## src/design/alu_defines.vh

```
// constants for the multiply / zero-extend / or execution slice
`ifndef ALU_DEFINES_VH
`define ALU_DEFINES_VH
// register port offsets
`define REG_FLAGS 8'h00
`define REG_STATUS 8'h04
// flag bit positions inside the flag register
`define FLG_CY 4
`define FLG_AC 3
`define FLG_OV 2
`define FLG_N 1
`define FLG_Z 0
`define FLAGS_RST 5'h00
// status bit positions
`define STS_BUSY 0
`define STS_ILLEGAL 1
// escape prefix byte
`define ESC_BYTE 8'hA5
// opcodes
`define OP_NOP 8'h00
`define OP_ZEXT 8'h0A
`define OP_MUL_B 8'hAC
`define OP_MUL_W 8'hAD
`define OP_MUL_AB 8'hA4
`define OP_OR_D_A 8'h42
`define OP_OR_D_I 8'h43
`define OP_OR_A_I 8'h44
`define OP_OR_A_D 8'h45
`define OP_OR_RR 8'h4C
`define OP_OR_WW 8'h4D
`define OP_OR_EXT 8'h4E
`define OP_ORC_B 8'h72
`define OP_ORC_NB 8'hA0
`define OP_ORC_EXT 8'hA9
// execution state counts without escape and port additions
`define ST_ONE 4'd1
`define ST_TWO 4'd2
`define ST_THREE 4'd3
`define ST_MUL_B 4'd5
`define ST_MUL_W 4'd11
`define ST_MUL_AB 4'd5
`define ST_PORT_OR_D_A 4'd2
`define ST_PORT_ONE 4'd1
// write target kinds
`define KIND_REG 2'd0
`define KIND_ACC 2'd1
`define KIND_B 2'd2
`define KIND_DIR 2'd3
`endif

```

## src/design/or_mul_alu.v

```verilog
// execution slice: zero-extend move, unsigned multiply, no-op, logical or
//
// Added by the designer: the strobed register port and the register addresses.
`include "alu_defines.vh"

module or_mul_alu (
   input wire clk,
   input wire rst,
   input wire issue,
   output wire ready,
   input wire src_mode,
   input wire esc_seen,
   input wire [7:0] op_byte0,
   input wire [7:0] op_byte1,
   input wire [7:0] op_byte2,
   input wire [15:0] opnd_a,
   input wire [15:0] opnd_b,
   input wire dir_is_port,
   input wire [7:0] latch_val,
   input wire src_bit,
   output reg done_r,
   output reg illegal_pulse_r,
   output reg [2:0] len_r,
   output reg wr0_en_r,
   output reg [1:0] wr0_kind_r,
   output reg [4:0] wr0_idx_r,
   output reg wr0_word_r,
   output reg [15:0] wr0_data_r,
   output reg wr1_en_r,
   output reg [1:0] wr1_kind_r,
   output reg [4:0] wr1_idx_r,
   output reg wr1_word_r,
   output reg [15:0] wr1_data_r,
   output wire [4:0] flags,
   input wire [7:0] reg_addr,
   input wire [7:0] reg_wdata,
   input wire reg_wr,
   input wire reg_rd,
   output reg [7:0] reg_rdata_r
);

   // form classes for escape checking
   localparam FORM_PLAIN = 2'd0; // same code in both modes
   localparam FORM_EXT = 2'd1; // escape in binary mode only
   localparam FORM_ORIG = 2'd2; // escape in source mode only

   reg busy_r; // an instruction is executing
   reg [3:0] cnt_r; // state periods still to run
   reg illegal_r; // sticky: an unknown code was issued
   reg [4:0] flags_r; // carry, aux, overflow, negative, zero

   // pending results, copied to the outputs on completion
   reg p_illegal_r;
   reg [2:0] p_len_r;
   reg p_w0_en_r;
   reg [1:0] p_w0_kind_r;
   reg [4:0] p_w0_idx_r;
   reg p_w0_word_r;
   reg [15:0] p_w0_data_r;
   reg p_w1_en_r;
   reg [1:0] p_w1_kind_r;
   reg [4:0] p_w1_idx_r;
   reg p_w1_word_r;
   reg [15:0] p_w1_data_r;
   reg [4:0] p_fmask_r; // which flags the instruction changes
   reg [4:0] p_fval_r;
   reg p_bitor_r; // carry is or'ed rather than loaded
   reg p_bitval_r;

   // decoded fields of the current issue
   reg [1:0] d_form;
   reg d_ok;
   reg [3:0] d_states;
   reg [2:0] d_len;
   reg d_w0_en;
   reg [1:0] d_w0_kind;
   reg [4:0] d_w0_idx;
   reg d_w0_word;
   reg [15:0] d_w0_data;
   reg d_w1_en;
   reg [1:0] d_w1_kind;
   reg [4:0] d_w1_idx;
   reg d_w1_word;
   reg [15:0] d_w1_data;
   reg [4:0] d_fmask;
   reg [4:0] d_fval;
   reg d_bitor;
   reg d_bitval;
   reg [7:0] or_b; // byte or result
   reg [15:0] or_w; // word or result
   reg [7:0] dest_b; // destination byte as read for the or

   wire [15:0] prod8; // byte product
   wire [31:0] prod16; // word product
   wire esc_ok; // prefix matches the form and mode
   wire esc_add; // extra state and byte for the escape
   wire take; // issue accepted this cycle
   wire last; // final state period of the current one
   wire [3:0] total; // state periods including the escape

   // operands widened first so the product keeps its upper half
   assign prod8 = {8'h00, opnd_a[7:0]} * {8'h00, opnd_b[7:0]};
   assign prod16 = {16'h0000, opnd_a} * {16'h0000, opnd_b};
   assign last = busy_r && (cnt_r == 4'd0);
   // a new issue may overlap the last period of the previous one
   assign ready = ~busy_r | last;
   assign take = issue & ready;
   assign flags = flags_r;

   // escape rules: extended forms need the prefix only in binary mode,
   // original forms need it only in source mode
   assign esc_ok = (d_form == FORM_PLAIN) ? ~esc_seen :
                   (d_form == FORM_EXT) ? (esc_seen == ~src_mode) :
                   (esc_seen == src_mode);
   assign esc_add = esc_seen & (d_form != FORM_PLAIN);
   assign total = d_states + {3'b000, esc_add};

   // instruction decode and result formation
   always @*
   begin
      d_form = FORM_PLAIN;
      d_ok = 1'b1;
      d_states = `ST_ONE;
      d_len = 3'd1;
      d_w0_en = 1'b0;
      d_w0_kind = `KIND_REG;
      d_w0_idx = 5'h00;
      d_w0_word = 1'b0;
      d_w0_data = 16'h0000;
      d_w1_en = 1'b0;
      d_w1_kind = `KIND_REG;
      d_w1_idx = 5'h00;
      d_w1_word = 1'b0;
      d_w1_data = 16'h0000;
      d_fmask = 5'h00;
      d_fval = 5'h00;
      d_bitor = 1'b0;
      d_bitval = 1'b0;
      // a port being modified is read from its output latch
      dest_b = (dir_is_port && (op_byte0 == `OP_OR_D_A ||
                op_byte0 == `OP_OR_D_I)) ?
               latch_val : opnd_a[7:0];
      or_b = dest_b | opnd_b[7:0];
      or_w = opnd_a | opnd_b;
      case (op_byte0)
         `OP_NOP:
         begin
            // nothing written, completion only moves the pc
            d_states = `ST_ONE;
         end
         `OP_ZEXT:
         begin
            d_form = FORM_EXT;
            d_states = `ST_ONE;
            d_len = 3'd2;
            d_w0_en = 1'b1;
            d_w0_idx = {op_byte1[7:4], 1'b0};
            d_w0_word = 1'b1;
            d_w0_data = {8'h00, opnd_b[7:0]};
         end
         `OP_MUL_B:
         begin
            d_form = FORM_EXT;
            d_states = `ST_MUL_B;
            d_len = 3'd2;
            // even index gets the low byte, odd the high byte
            d_w0_en = 1'b1;
            d_w0_idx = {1'b0, op_byte1[7:5], 1'b0};
            d_w0_data = {8'h00, prod8[7:0]};
            d_w1_en = 1'b1;
            d_w1_idx = {1'b0, op_byte1[7:5], 1'b1};
            d_w1_data = {8'h00, prod8[15:8]};
            d_fmask = 5'h17;
            d_fval[`FLG_CY] = 1'b0;
            d_fval[`FLG_OV] = (prod8[15:8] != 8'h00);
            d_fval[`FLG_N] = prod8[15];
            d_fval[`FLG_Z] = (prod8 == 16'h0000);
         end
         `OP_MUL_W:
         begin
            d_form = FORM_EXT;
            d_states = `ST_MUL_W;
            d_len = 3'd2;
            d_w0_en = 1'b1;
            d_w0_idx = {op_byte1[7:5], 2'b00};
            d_w0_word = 1'b1;
            d_w0_data = prod16[15:0];
            d_w1_en = 1'b1;
            d_w1_idx = {op_byte1[7:5], 2'b10};
            d_w1_word = 1'b1;
            d_w1_data = prod16[31:16];
            d_fmask = 5'h17;
            d_fval[`FLG_CY] = 1'b0;
            d_fval[`FLG_OV] = (prod16[31:16] != 16'h0000);
            d_fval[`FLG_N] = prod16[31];
            d_fval[`FLG_Z] = (prod16 == 32'h00000000);
         end
         `OP_MUL_AB:
         begin
            d_states = `ST_MUL_AB;
            d_w0_en = 1'b1;
            d_w0_kind = `KIND_ACC;
            d_w0_data = {8'h00, prod8[7:0]};
            d_w1_en = 1'b1;
            d_w1_kind = `KIND_B;
            d_w1_data = {8'h00, prod8[15:8]};
            d_fmask = 5'h17;
            d_fval[`FLG_CY] = 1'b0;
            d_fval[`FLG_OV] = (prod8[15:8] != 8'h00);
            d_fval[`FLG_N] = prod8[15];
            d_fval[`FLG_Z] = (prod8 == 16'h0000);
         end
         `OP_OR_D_A, `OP_OR_D_I:
         begin
            // direct destination, source accumulator or immediate
            d_len = (op_byte0 == `OP_OR_D_A) ? 3'd2 : 3'd3;
            if (op_byte0 == `OP_OR_D_A)
               d_states = `ST_TWO + (dir_is_port ?
                          `ST_PORT_OR_D_A : 4'd0);
            else
               d_states = `ST_THREE + (dir_is_port ?
                          `ST_PORT_ONE : 4'd0);
            d_w0_en = 1'b1;
            d_w0_kind = `KIND_DIR;
            d_w0_data = {8'h00, or_b};
         end
         `OP_OR_A_I, `OP_OR_A_D, 8'h46, 8'h47, 8'h48, 8'h49, 8'h4A,
         8'h4B:
         begin
            // accumulator destination forms
            d_len = 3'd1;
            d_states = `ST_ONE;
            if (op_byte0 == `OP_OR_A_I)
               d_len = 3'd2;
            else if (op_byte0 == `OP_OR_A_D)
            begin
               d_len = 3'd2;
               d_states = `ST_ONE + (dir_is_port ?
                          `ST_PORT_ONE : 4'd0);
            end
            else if (op_byte0[3] == 1'b0)
            begin
               // register-indirect source
               d_form = FORM_ORIG;
               d_states = `ST_TWO;
            end
            else
               d_form = FORM_ORIG; // plain register source
            d_w0_en = 1'b1;
            d_w0_kind = `KIND_ACC;
            d_w0_data = {8'h00, or_b};
         end
         8'h4F:
         begin
            // last plain register source, same as the group above
            d_form = FORM_ORIG;
            d_w0_en = 1'b1;
            d_w0_kind = `KIND_ACC;
            d_w0_data = {8'h00, or_b};
         end
         `OP_OR_RR:
         begin
            d_form = FORM_EXT;
            d_states = `ST_ONE;
            d_len = 3'd2;
            d_w0_en = 1'b1;
            d_w0_idx = {1'b0, op_byte1[7:4]};
            d_w0_data = {8'h00, or_b};
         end
         `OP_OR_WW:
         begin
            d_form = FORM_EXT;
            d_states = `ST_TWO;
            d_len = 3'd2;
            d_w0_en = 1'b1;
            d_w0_idx = {op_byte1[7:4], 1'b0};
            d_w0_word = 1'b1;
            d_w0_data = or_w;
         end
         `OP_OR_EXT:
         begin
            d_form = FORM_EXT;
            d_w0_en = 1'b1;
            d_w0_idx = {1'b0, op_byte1[7:4]};
            d_w0_data = {8'h00, or_b};
            case (op_byte1[3:0])
               4'h0:
               begin
                  d_states = `ST_TWO;
                  d_len = 3'd3;
               end
               4'h4:
               begin
                  d_states = `ST_THREE;
                  d_len = 3'd4;
                  d_w0_idx = {op_byte1[7:4], 1'b0};
                  d_w0_word = 1'b1;
                  d_w0_data = or_w;
               end
               4'h1:
               begin
                  d_states = `ST_TWO + (dir_is_port ?
                             `ST_PORT_ONE : 4'd0);
                  d_len = 3'd3;
               end
               4'h5:
               begin
                  d_states = `ST_THREE;
                  d_len = 3'd3;
                  d_w0_idx = {op_byte1[7:4], 1'b0};
                  d_w0_word = 1'b1;
                  d_w0_data = or_w;
               end
               4'h3:
               begin
                  d_states = `ST_TWO;
                  d_len = 3'd4;
               end
               4'h7:
               begin
                  d_states = `ST_THREE;
                  d_len = 3'd4;
                  d_w0_idx = {op_byte1[7:4], 1'b0};
                  d_w0_word = 1'b1;
                  d_w0_data = or_w;
               end
               4'h9, 4'hB:
               begin
                  // indirect: destination byte register in third byte
                  d_states = (op_byte1[1]) ? `ST_THREE : `ST_TWO;
                  d_len = 3'd3;
                  d_w0_idx = {1'b0, op_byte2[7:4]};
               end
               default:
               begin
                  d_ok = 1'b0;
                  d_w0_en = 1'b0;
               end
            endcase
         end
         `OP_ORC_B, `OP_ORC_NB:
         begin
            d_len = 3'd2;
            d_states = `ST_ONE + (dir_is_port ? `ST_PORT_ONE : 4'd0);
            d_bitor = 1'b1;
            // complement form inverts only the value used
            d_bitval = (op_byte0 == `OP_ORC_NB) ? ~src_bit :
                       src_bit;
         end
         `OP_ORC_EXT:
         begin
            d_form = FORM_EXT;
            d_len = 3'd3;
            d_states = `ST_TWO + (dir_is_port ? `ST_PORT_ONE : 4'd0);
            d_bitor = 1'b1;
            if (op_byte1[7:3] == 5'b01110)
               d_bitval = src_bit;
            else if (op_byte1[7:3] == 5'b11100)
               d_bitval = ~src_bit;
            else
            begin
               d_ok = 1'b0;
               d_bitor = 1'b0;
            end
         end
         default:
            d_ok = 1'b0;
      endcase
      // unescaped in binary mode or escaped in source mode, 4C-4E are plain register sources
      if ((op_byte0 == `OP_OR_RR || op_byte0 == `OP_OR_WW ||
           op_byte0 == `OP_OR_EXT) && (esc_seen == src_mode))
      begin
         d_form = FORM_ORIG;
         d_ok = 1'b1;
         d_states = `ST_ONE;
         d_len = 3'd1;
         d_w0_en = 1'b1;
         d_w0_kind = `KIND_ACC;
         d_w0_idx = 5'h00;
         d_w0_word = 1'b0;
         d_w0_data = {8'h00, or_b};
         d_bitor = 1'b0;
      end
      // or results touch only negative and zero
      if (d_w0_en && (op_byte0[7:4] == 4'h4))
      begin
         d_fmask = 5'h03;
         d_fval[`FLG_N] = d_w0_word ? d_w0_data[15] :
                          d_w0_data[7];
         d_fval[`FLG_Z] = (d_w0_data == 16'h0000);
      end
   end

   // state period counter and completion
   always @(posedge clk)
   begin
      if (rst)
      begin
         busy_r <= 1'b0;
         cnt_r <= 4'd0;
      end
      else if (take)
      begin
         busy_r <= 1'b1;
         // an unknown code retires after one period
         cnt_r <= (d_ok && esc_ok) ? total - 4'd1 : 4'd0;
      end
      else if (last)
         busy_r <= 1'b0;
      else if (busy_r)
         cnt_r <= cnt_r - 4'd1;
   end

   // capture results at issue; outputs may still show the previous ones
   always @(posedge clk)
   begin
      if (rst)
      begin
         p_illegal_r <= 1'b0;
         p_len_r <= 3'd0;
         p_w0_en_r <= 1'b0;
         p_w0_kind_r <= `KIND_REG;
         p_w0_idx_r <= 5'h00;
         p_w0_word_r <= 1'b0;
         p_w0_data_r <= 16'h0000;
         p_w1_en_r <= 1'b0;
         p_w1_kind_r <= `KIND_REG;
         p_w1_idx_r <= 5'h00;
         p_w1_word_r <= 1'b0;
         p_w1_data_r <= 16'h0000;
         p_fmask_r <= 5'h00;
         p_fval_r <= 5'h00;
         p_bitor_r <= 1'b0;
         p_bitval_r <= 1'b0;
      end
      else if (take)
      begin
         p_illegal_r <= ~(d_ok && esc_ok);
         p_len_r <= d_len + {2'b00, esc_add};
         p_w0_en_r <= d_w0_en & d_ok & esc_ok;
         p_w0_kind_r <= d_w0_kind;
         p_w0_idx_r <= d_w0_idx;
         p_w0_word_r <= d_w0_word;
         p_w0_data_r <= d_w0_data;
         p_w1_en_r <= d_w1_en & d_ok & esc_ok;
         p_w1_kind_r <= d_w1_kind;
         p_w1_idx_r <= d_w1_idx;
         p_w1_word_r <= d_w1_word;
         p_w1_data_r <= d_w1_data;
         p_fmask_r <= (d_ok && esc_ok) ? d_fmask : 5'h00;
         p_fval_r <= d_fval;
         p_bitor_r <= d_bitor & d_ok & esc_ok;
         p_bitval_r <= d_bitval;
      end
   end

   // completion outputs: one-cycle strobes, data held until the next
   always @(posedge clk)
   begin
      if (rst)
      begin
         done_r <= 1'b0;
         illegal_pulse_r <= 1'b0;
         len_r <= 3'd0;
         wr0_en_r <= 1'b0;
         wr0_kind_r <= `KIND_REG;
         wr0_idx_r <= 5'h00;
         wr0_word_r <= 1'b0;
         wr0_data_r <= 16'h0000;
         wr1_en_r <= 1'b0;
         wr1_kind_r <= `KIND_REG;
         wr1_idx_r <= 5'h00;
         wr1_word_r <= 1'b0;
         wr1_data_r <= 16'h0000;
      end
      else
      begin
         done_r <= last;
         illegal_pulse_r <= last & p_illegal_r;
         wr0_en_r <= last & p_w0_en_r;
         wr1_en_r <= last & p_w1_en_r;
         if (last)
         begin
            len_r <= p_len_r;
            wr0_kind_r <= p_w0_kind_r;
            wr0_idx_r <= p_w0_idx_r;
            wr0_word_r <= p_w0_word_r;
            wr0_data_r <= p_w0_data_r;
            wr1_kind_r <= p_w1_kind_r;
            wr1_idx_r <= p_w1_idx_r;
            wr1_word_r <= p_w1_word_r;
            wr1_data_r <= p_w1_data_r;
         end
      end
   end

   // flags: completion beats a software write in the same cycle
   always @(posedge clk)
   begin
      if (rst)
         flags_r <= `FLAGS_RST;
      else if (last)
      begin
         flags_r <= (flags_r & ~p_fmask_r) | (p_fval_r & p_fmask_r);
         if (p_bitor_r)
            flags_r[`FLG_CY] <= flags_r[`FLG_CY] | p_bitval_r;
      end
      else if (reg_wr && reg_addr == `REG_FLAGS)
         flags_r <= reg_wdata[4:0];
   end

   // sticky illegal bit, write one to clear; a new event wins
   always @(posedge clk)
   begin
      if (rst)
         illegal_r <= 1'b0;
      else if (last && p_illegal_r)
         illegal_r <= 1'b1;
      else if (reg_wr && reg_addr == `REG_STATUS &&
               reg_wdata[`STS_ILLEGAL])
         illegal_r <= 1'b0;
   end

   // register read, data valid the cycle after the strobe
   always @(posedge clk)
   begin
      if (rst)
         reg_rdata_r <= 8'h00;
      else if (reg_rd)
      begin
         case (reg_addr)
            `REG_FLAGS: reg_rdata_r <= {3'b000, flags_r};
            `REG_STATUS: reg_rdata_r <= {6'b000000, illegal_r, busy_r};
            default: reg_rdata_r <= 8'h00; // unmapped reads zero
         endcase
      end
      else
         reg_rdata_r <= 8'h00;
   end

endmodule

```

## config.mk

```make
export PLATFORM = sky130hd
export DESIGN_NAME = or_mul_alu
export DESIGN_NICKNAME = d
export VERILOG_FILES = /design/src/design/or_mul_alu.v
export VERILOG_INCLUDE_DIRS = /design/src /design/src/design
export SDC_FILE = /design/constraint.sdc
export NUM_CORES = 1
export LEC_CHECK = 0
export ABC_CLOCK_PERIOD_IN_PS = 6700
export BUFFER_PORTS_ARGS = -buffer_cell sky130_fd_sc_hd__buf_2
export CORE_MARGIN = 10
export CORE_UTILIZATION = 55
export CTS_CLUSTER_DIAMETER = 30
export DETAILED_ROUTE_END_ITERATION = 6
export MAX_ROUTING_LAYER = met4
export PLACE_DENSITY = 0.89
export SYNTH_ARGS = -nofsm -noshare
export SYNTH_HDL_FRONTEND = slang
export SYNTH_SLANG_ARGS = --single-unit
```

## constraint.sdc

```tcl
create_clock -name clk -period 6.7 [get_ports clk]
set_input_delay 0.67 -clock clk [delete_from_list [all_inputs] [get_ports clk]]
set_output_delay 0.67 -clock clk [all_outputs]
set_load 0.02 [all_outputs]
```

### Word-level counts from Yosys, hierarchy flattened

Index checks and enable logic that the tools add are counted.

* flip-flop bits (word level): 138
* bits of input ports: 89
* output and inout port bits: 69
* logic and storage cells: 223

* add/subtract/negate cells: 8
* $mul: 2
* equal/unequal tests: 36
* muxes and demuxes: 70
* bitwise logic cells: 25
* reductions and logical operators: 48

Operator list (number)
* == test 8 x 7 -> 1 bit (second input constant): 15
* one-hot mux 16 bit (6 select lines): 1
* == test 8 bit (second input constant): 5
* zero test 16 bit: 2
* zero test 32 bit: 1
* multiplier 16 x 16 -> 32 bit: 1
* two-way mux 16 bit: 2
* two-way mux 4 bit: 8
* one-hot mux 16 bit (2 select lines): 1
* one-hot mux 4 bit (8 select lines): 1
* two-way mux 5 bit: 6
* one-hot mux 5 bit (2 select lines): 3
* one-hot mux 5 bit (5 select lines): 1
* two-way mux 1 bit: 24
* two-way mux 2 bit: 10
* OR reduction 20 bit: 1
* OR reduction 17 bit: 1
* == test 4 x 3 -> 1 bit (second input constant): 4
* zero test 8 bit: 2
* multiplier 8 x 8 -> 16 bit: 1
* OR 16 bit: 1
* nonzero test 16 bit: 1
* OR reduction 8 bit: 2
* one-hot mux 3 bit (5 select lines): 1
* 46 further kinds: 94

### Depth between registers and ports, before layout

* depth after elaboration: 11
* gate-level depth with buffers: 26
* mapped depth without buffers: 23

### Least setup slack after synthesis

No wires, ideal clock.

* path kind: in2reg
* from: in opnd_b[1]
* to: reg p_fval_r[2]
* library setup time: 0.134 ns
* data arrival time: 7.065 ns
* data required time: 6.566 ns
* slack: -0.499 ns
* stages: 22
* buffers on the path: 1
* cell sequence: clkbuf_1 nand2_1 fa_1 fa_1 fa_1 fa_1 inv_1 fa_1 inv_1 fa_1 inv_1 ha_1 o21ai_0 nor2_1 o31ai_2 a31oi_2 or3_1 a211o_1 or4b_1 or4_1 nor4_2 a211oi_1

* cells in the longest elaborated chain, start to end: 3
* elaborated cells on any way between the ends: 5
* classes of those cells: 2 x mul; 1 x mux; 2 x reduce/logical

RTL lines
* from (decl): line or_mul_alu.v:17 `input wire [15:0] opnd_b,`
* multiplier 16 x 16 -> 32 bit or multiplier 8 x 8 -> 16 bit (tied branches): line or_mul_alu.v:103, or_mul_alu.v:102
* nonzero test 16 bit or nonzero test 8 bit (tied branches): line or_mul_alu.v:194, or_mul_alu.v:175, or_mul_alu.v:209
* one-hot mux 3 bit (2 select lines) *: line or_mul_alu.v:145 `case (op_byte0)`
* to (signal assigned): line or_mul_alu.v:451 `p_fval_r <= d_fval;`
* to (decl): line or_mul_alu.v:66 `reg [4:0] p_fval_r;`

Every way passes the cells marked *; elsewhere a longest branch is shown, timed or not.
A chain may end at the register's enable or synchronous reset.

### Worst setup path after layout

* from: in opnd_b[6]
* to: reg p_fval_r[2]

The elaborated chain is that of the path after synthesis.

==> metrics.yaml <==
vias_per_cell: 6.07
dpl_cell_area_mm2: 0.0191
failed_checks: "design-rule violations, negative setup slack"
startpoint_type: "input port"
skew_ns: 0.00535
cp-end-kind: "flip-flop"
cts_tree: "yes"
cp.arrival_ns: 7.14
ys_seq_area_frac: 0.156
grtUsageTotal: 0.280
clk_pin_slew_ns: 0.06
io_pins: 158
place.gp.congestion: 1.02
dp_slack_ns: -0.644
ir_worst_vdd_v: 0.000852
fp-row-count: 63
core-area_mm2: 0.0298
ctsHtreeMaxLevel: 4
synthXorXnorAreaFrac: 0.0221
synth_compound_area_frac: 0.133
ant_nets: 0
ys_warn_count: 0
mostFrequentLayoutCells: "nand2_1 (323), inv_1 (309), fa_1 (225)"
reg2reg_to: "p_fval_r[2]"
ff2ff_setup_slack_ns: 3.31
fin_setup_tns_ns: -0.279
cp_max_fo: 8
drt_iter0_drc: 1903
crit_start: "opnd_b[6]"
p_leak_nw: 9.84
layout-area-overhead-vs-synth_pct: 21.5
clockBufferDepth: 2
synth_ff_type: "dfxtp_1"
first_pass_iters: 7
cts_hold_buf: 0
cts_buffers: 17
fin_ws_ns: -0.164
period_needed_ns: 6.86
crit_type: "in -> reg"
rsz0062_at_grt: "true"
layout-drive-gt1-share: 0.200
dpl.hpwl_um: 41500
grt_pass1_wl_um: 85100
antenna_found_initial: 2
yosys_register_bits: 130
ys_types: 79
avgSynthCellArea_um2: 8.13
dr_total_vias: 16600
crit_path_end: "p_fval_r[2]"
grt_pass1_vias: 17000
synth-adder-area-share: 0.384
clk_latency_ns: 0.42
maxCapViolCount: 0
die_h_um: 194
initial_core_util: 0.559
reg2reg_depth: 9
synth-simple-area-share: 0.204
final_area_mm2: 0.0202
worst_slew_pin_slew_ns: 1.15
layout_commonest_cell: "nand2_1"
period_share: 1.02
holdCritPathClass: "reg -> reg"
r2r-start: "cnt_r[0]"
p_per_area_mw_per_mm2: 635
synthArstFlopShare: 0
cts_root_buf: "clkbuf_16"
relSlewSlack: 0.231
syn-instance-count: 2049
finalHoldViolations: 0
wl_um: 57000
dieWidth_um: 194
grt_max_degree: 72
drc: 2
synth_edf_count: 0
port_buffers: 146
synth_top_family_by_area: "adder cells"
final-setup-viol-count: 2
required_ns: 6.98
netlist_area_mm2: 0.0167
slew_violations: 0
fmax_mhz: 146
overflow: 0
whs_path_depth: 2
clock-sinks: 130
dieArea_mm2: 0.0377
wl_per_cell_um: 20.8
synth_mux_area_frac: 0.00428
status: "complete, but fails checks"
final_nets: 2796
flip-flops by register name, indices dropped and copies added (netlist names), 3 cells and up, named ones only:
name	flops
reg_rdata_r	5
p_w0_idx_r	5
p_w1_idx_r	5
cnt_r	4
wr0_data_r	16
p_w0_data_r	16
p_len_r	3
wr0_idx_r	5
p_w1_data_r	16
p_fval_r	3
wr1_data_r	16
len_r	3
wr1_idx_r	5
logic make-up (layout without fill, tap and decap cells):
logic type                 Yosys count  count (layout)
adders and majority gates          374             374
AOI/OAI and AO/OA                  349             349
muxes                                7               7
and+or+nand+nor                    725             725
buffers and inverters              421             715
other                                1               7
xor gates and xnor gates            42              42
DFF                                130             130
worst max-delay path, cell delays in order:
cell	delay (ns)
buf_4	0.15
buf_6	0.14
and2_1	0.14
fa_1	0.50
inv_1	0.09
fa_1	0.53
inv_1	0.08
fa_1	0.57
fa_1	0.45
fa_1	0.50
inv_1	0.07
fa_1	0.50
inv_1	0.07
ha_4	0.30
nor2b_4	0.16
nor3_1	0.07
or2_2	0.30
and3_4	0.18
a211o_1	0.26
or4b_1	0.51
or4_4	0.45
nor4_4	0.32
a211oi_2	0.12
final cells by class:
cell class                 count  area [um2]
multi-input combinational   1501       12800
sequential                   130        2600
antenna                        3        7.51
clock inverter                13         136
timing repair buffer         363        2570
tap                          390         488
inverter                     320        1200
fill                        2129        9550
clock buffer                  19         453
Yosys cell counts (all sizes together), types with 12 or more instances:
library cell	instances	area (um2)
buf	15	78.8
o21ai	44	220
xnor2	21	184
fa	230	4600
nor3	33	165
nand2	331	1240
nor2	128	480
clkbuf	86	323
ha	144	1800
a22oi	14	105
nand3	24	120
nor2b	12	75.1
a21o	15	114
xor2	21	184
inv	319	1200
a211oi	28	210
a21oi	150	751
and2	120	751
o21a	12	90.1
dfxtp	130	2600
worst min-delay path by stage:
stage	start	end	slack, ns
6_report	wr1_data_r[14]	wr1_data_r[14]	0.45
5_1_grt	wr1_data_r[14]	wr1_data_r[14]	0.47
4_1_cts	wr0_data_r[15]	wr0_data_r[15]	0.45
3_5_place_dp	p_w0_en_r	wr0_en_r	0.44
3_3_place_gp	p_w1_en_r	wr1_en_r	0.44
2_1_floorplan	p_w1_data_r[8]	wr1_data_r[8]	0.43
metal layers:
metal / global-route usage / part of all wire / wire, um / vias to the layer above
met5: - / 0 / 0 / -
met4: 0.147 / 0.073 / 4150 / 0
met3: 0.0536 / 0.095 / 5420 / 372
met2: 0.480 / 0.49 / 28000 / 1156
met1: 0.303 / 0.34 / 19500 / 7911
li1: - / - / - / 7186
where the power goes:
group | switching (W) | internal (W)
clock network | 0.000349 | 0.000565
logic | 0.00586 | 0.00527
registers | 0.0000134 | 0.000792
stage by stage:
| step | power [W] | hold WS [ns] | utilization | cells |
|---|---|---|---|---|
| floorplan | 0.00618 | 0.427 | - | 2052 |
| CTS | 0.0112 | 0.452 | 0.665 | 2721 |
| detailed placement | 0.00996 | 0.443 | 0.640 | 2686 |
| global route | 0.0137 | 0.474 | 0.679 | 2738 |
| global placement | 0.00955 | 0.439 | 0.640 | 2686 |
| finish | 0.0129 | 0.452 | 0.679 | 2739 |
what timing repair did:
| action | CTS | global route |
|---|---|---|
| pin swaps | 6 | 39 |
| hold endpoints to repair | 0 | 0 |
| gates resized for setup | 28 | 85 |
| setup buffers | 3 | 14 |
| setup endpoints to repair | 2 | 2 |
| cloned | 0 | 1 |
No activity file was read; power rests on OpenSTA's default activity.
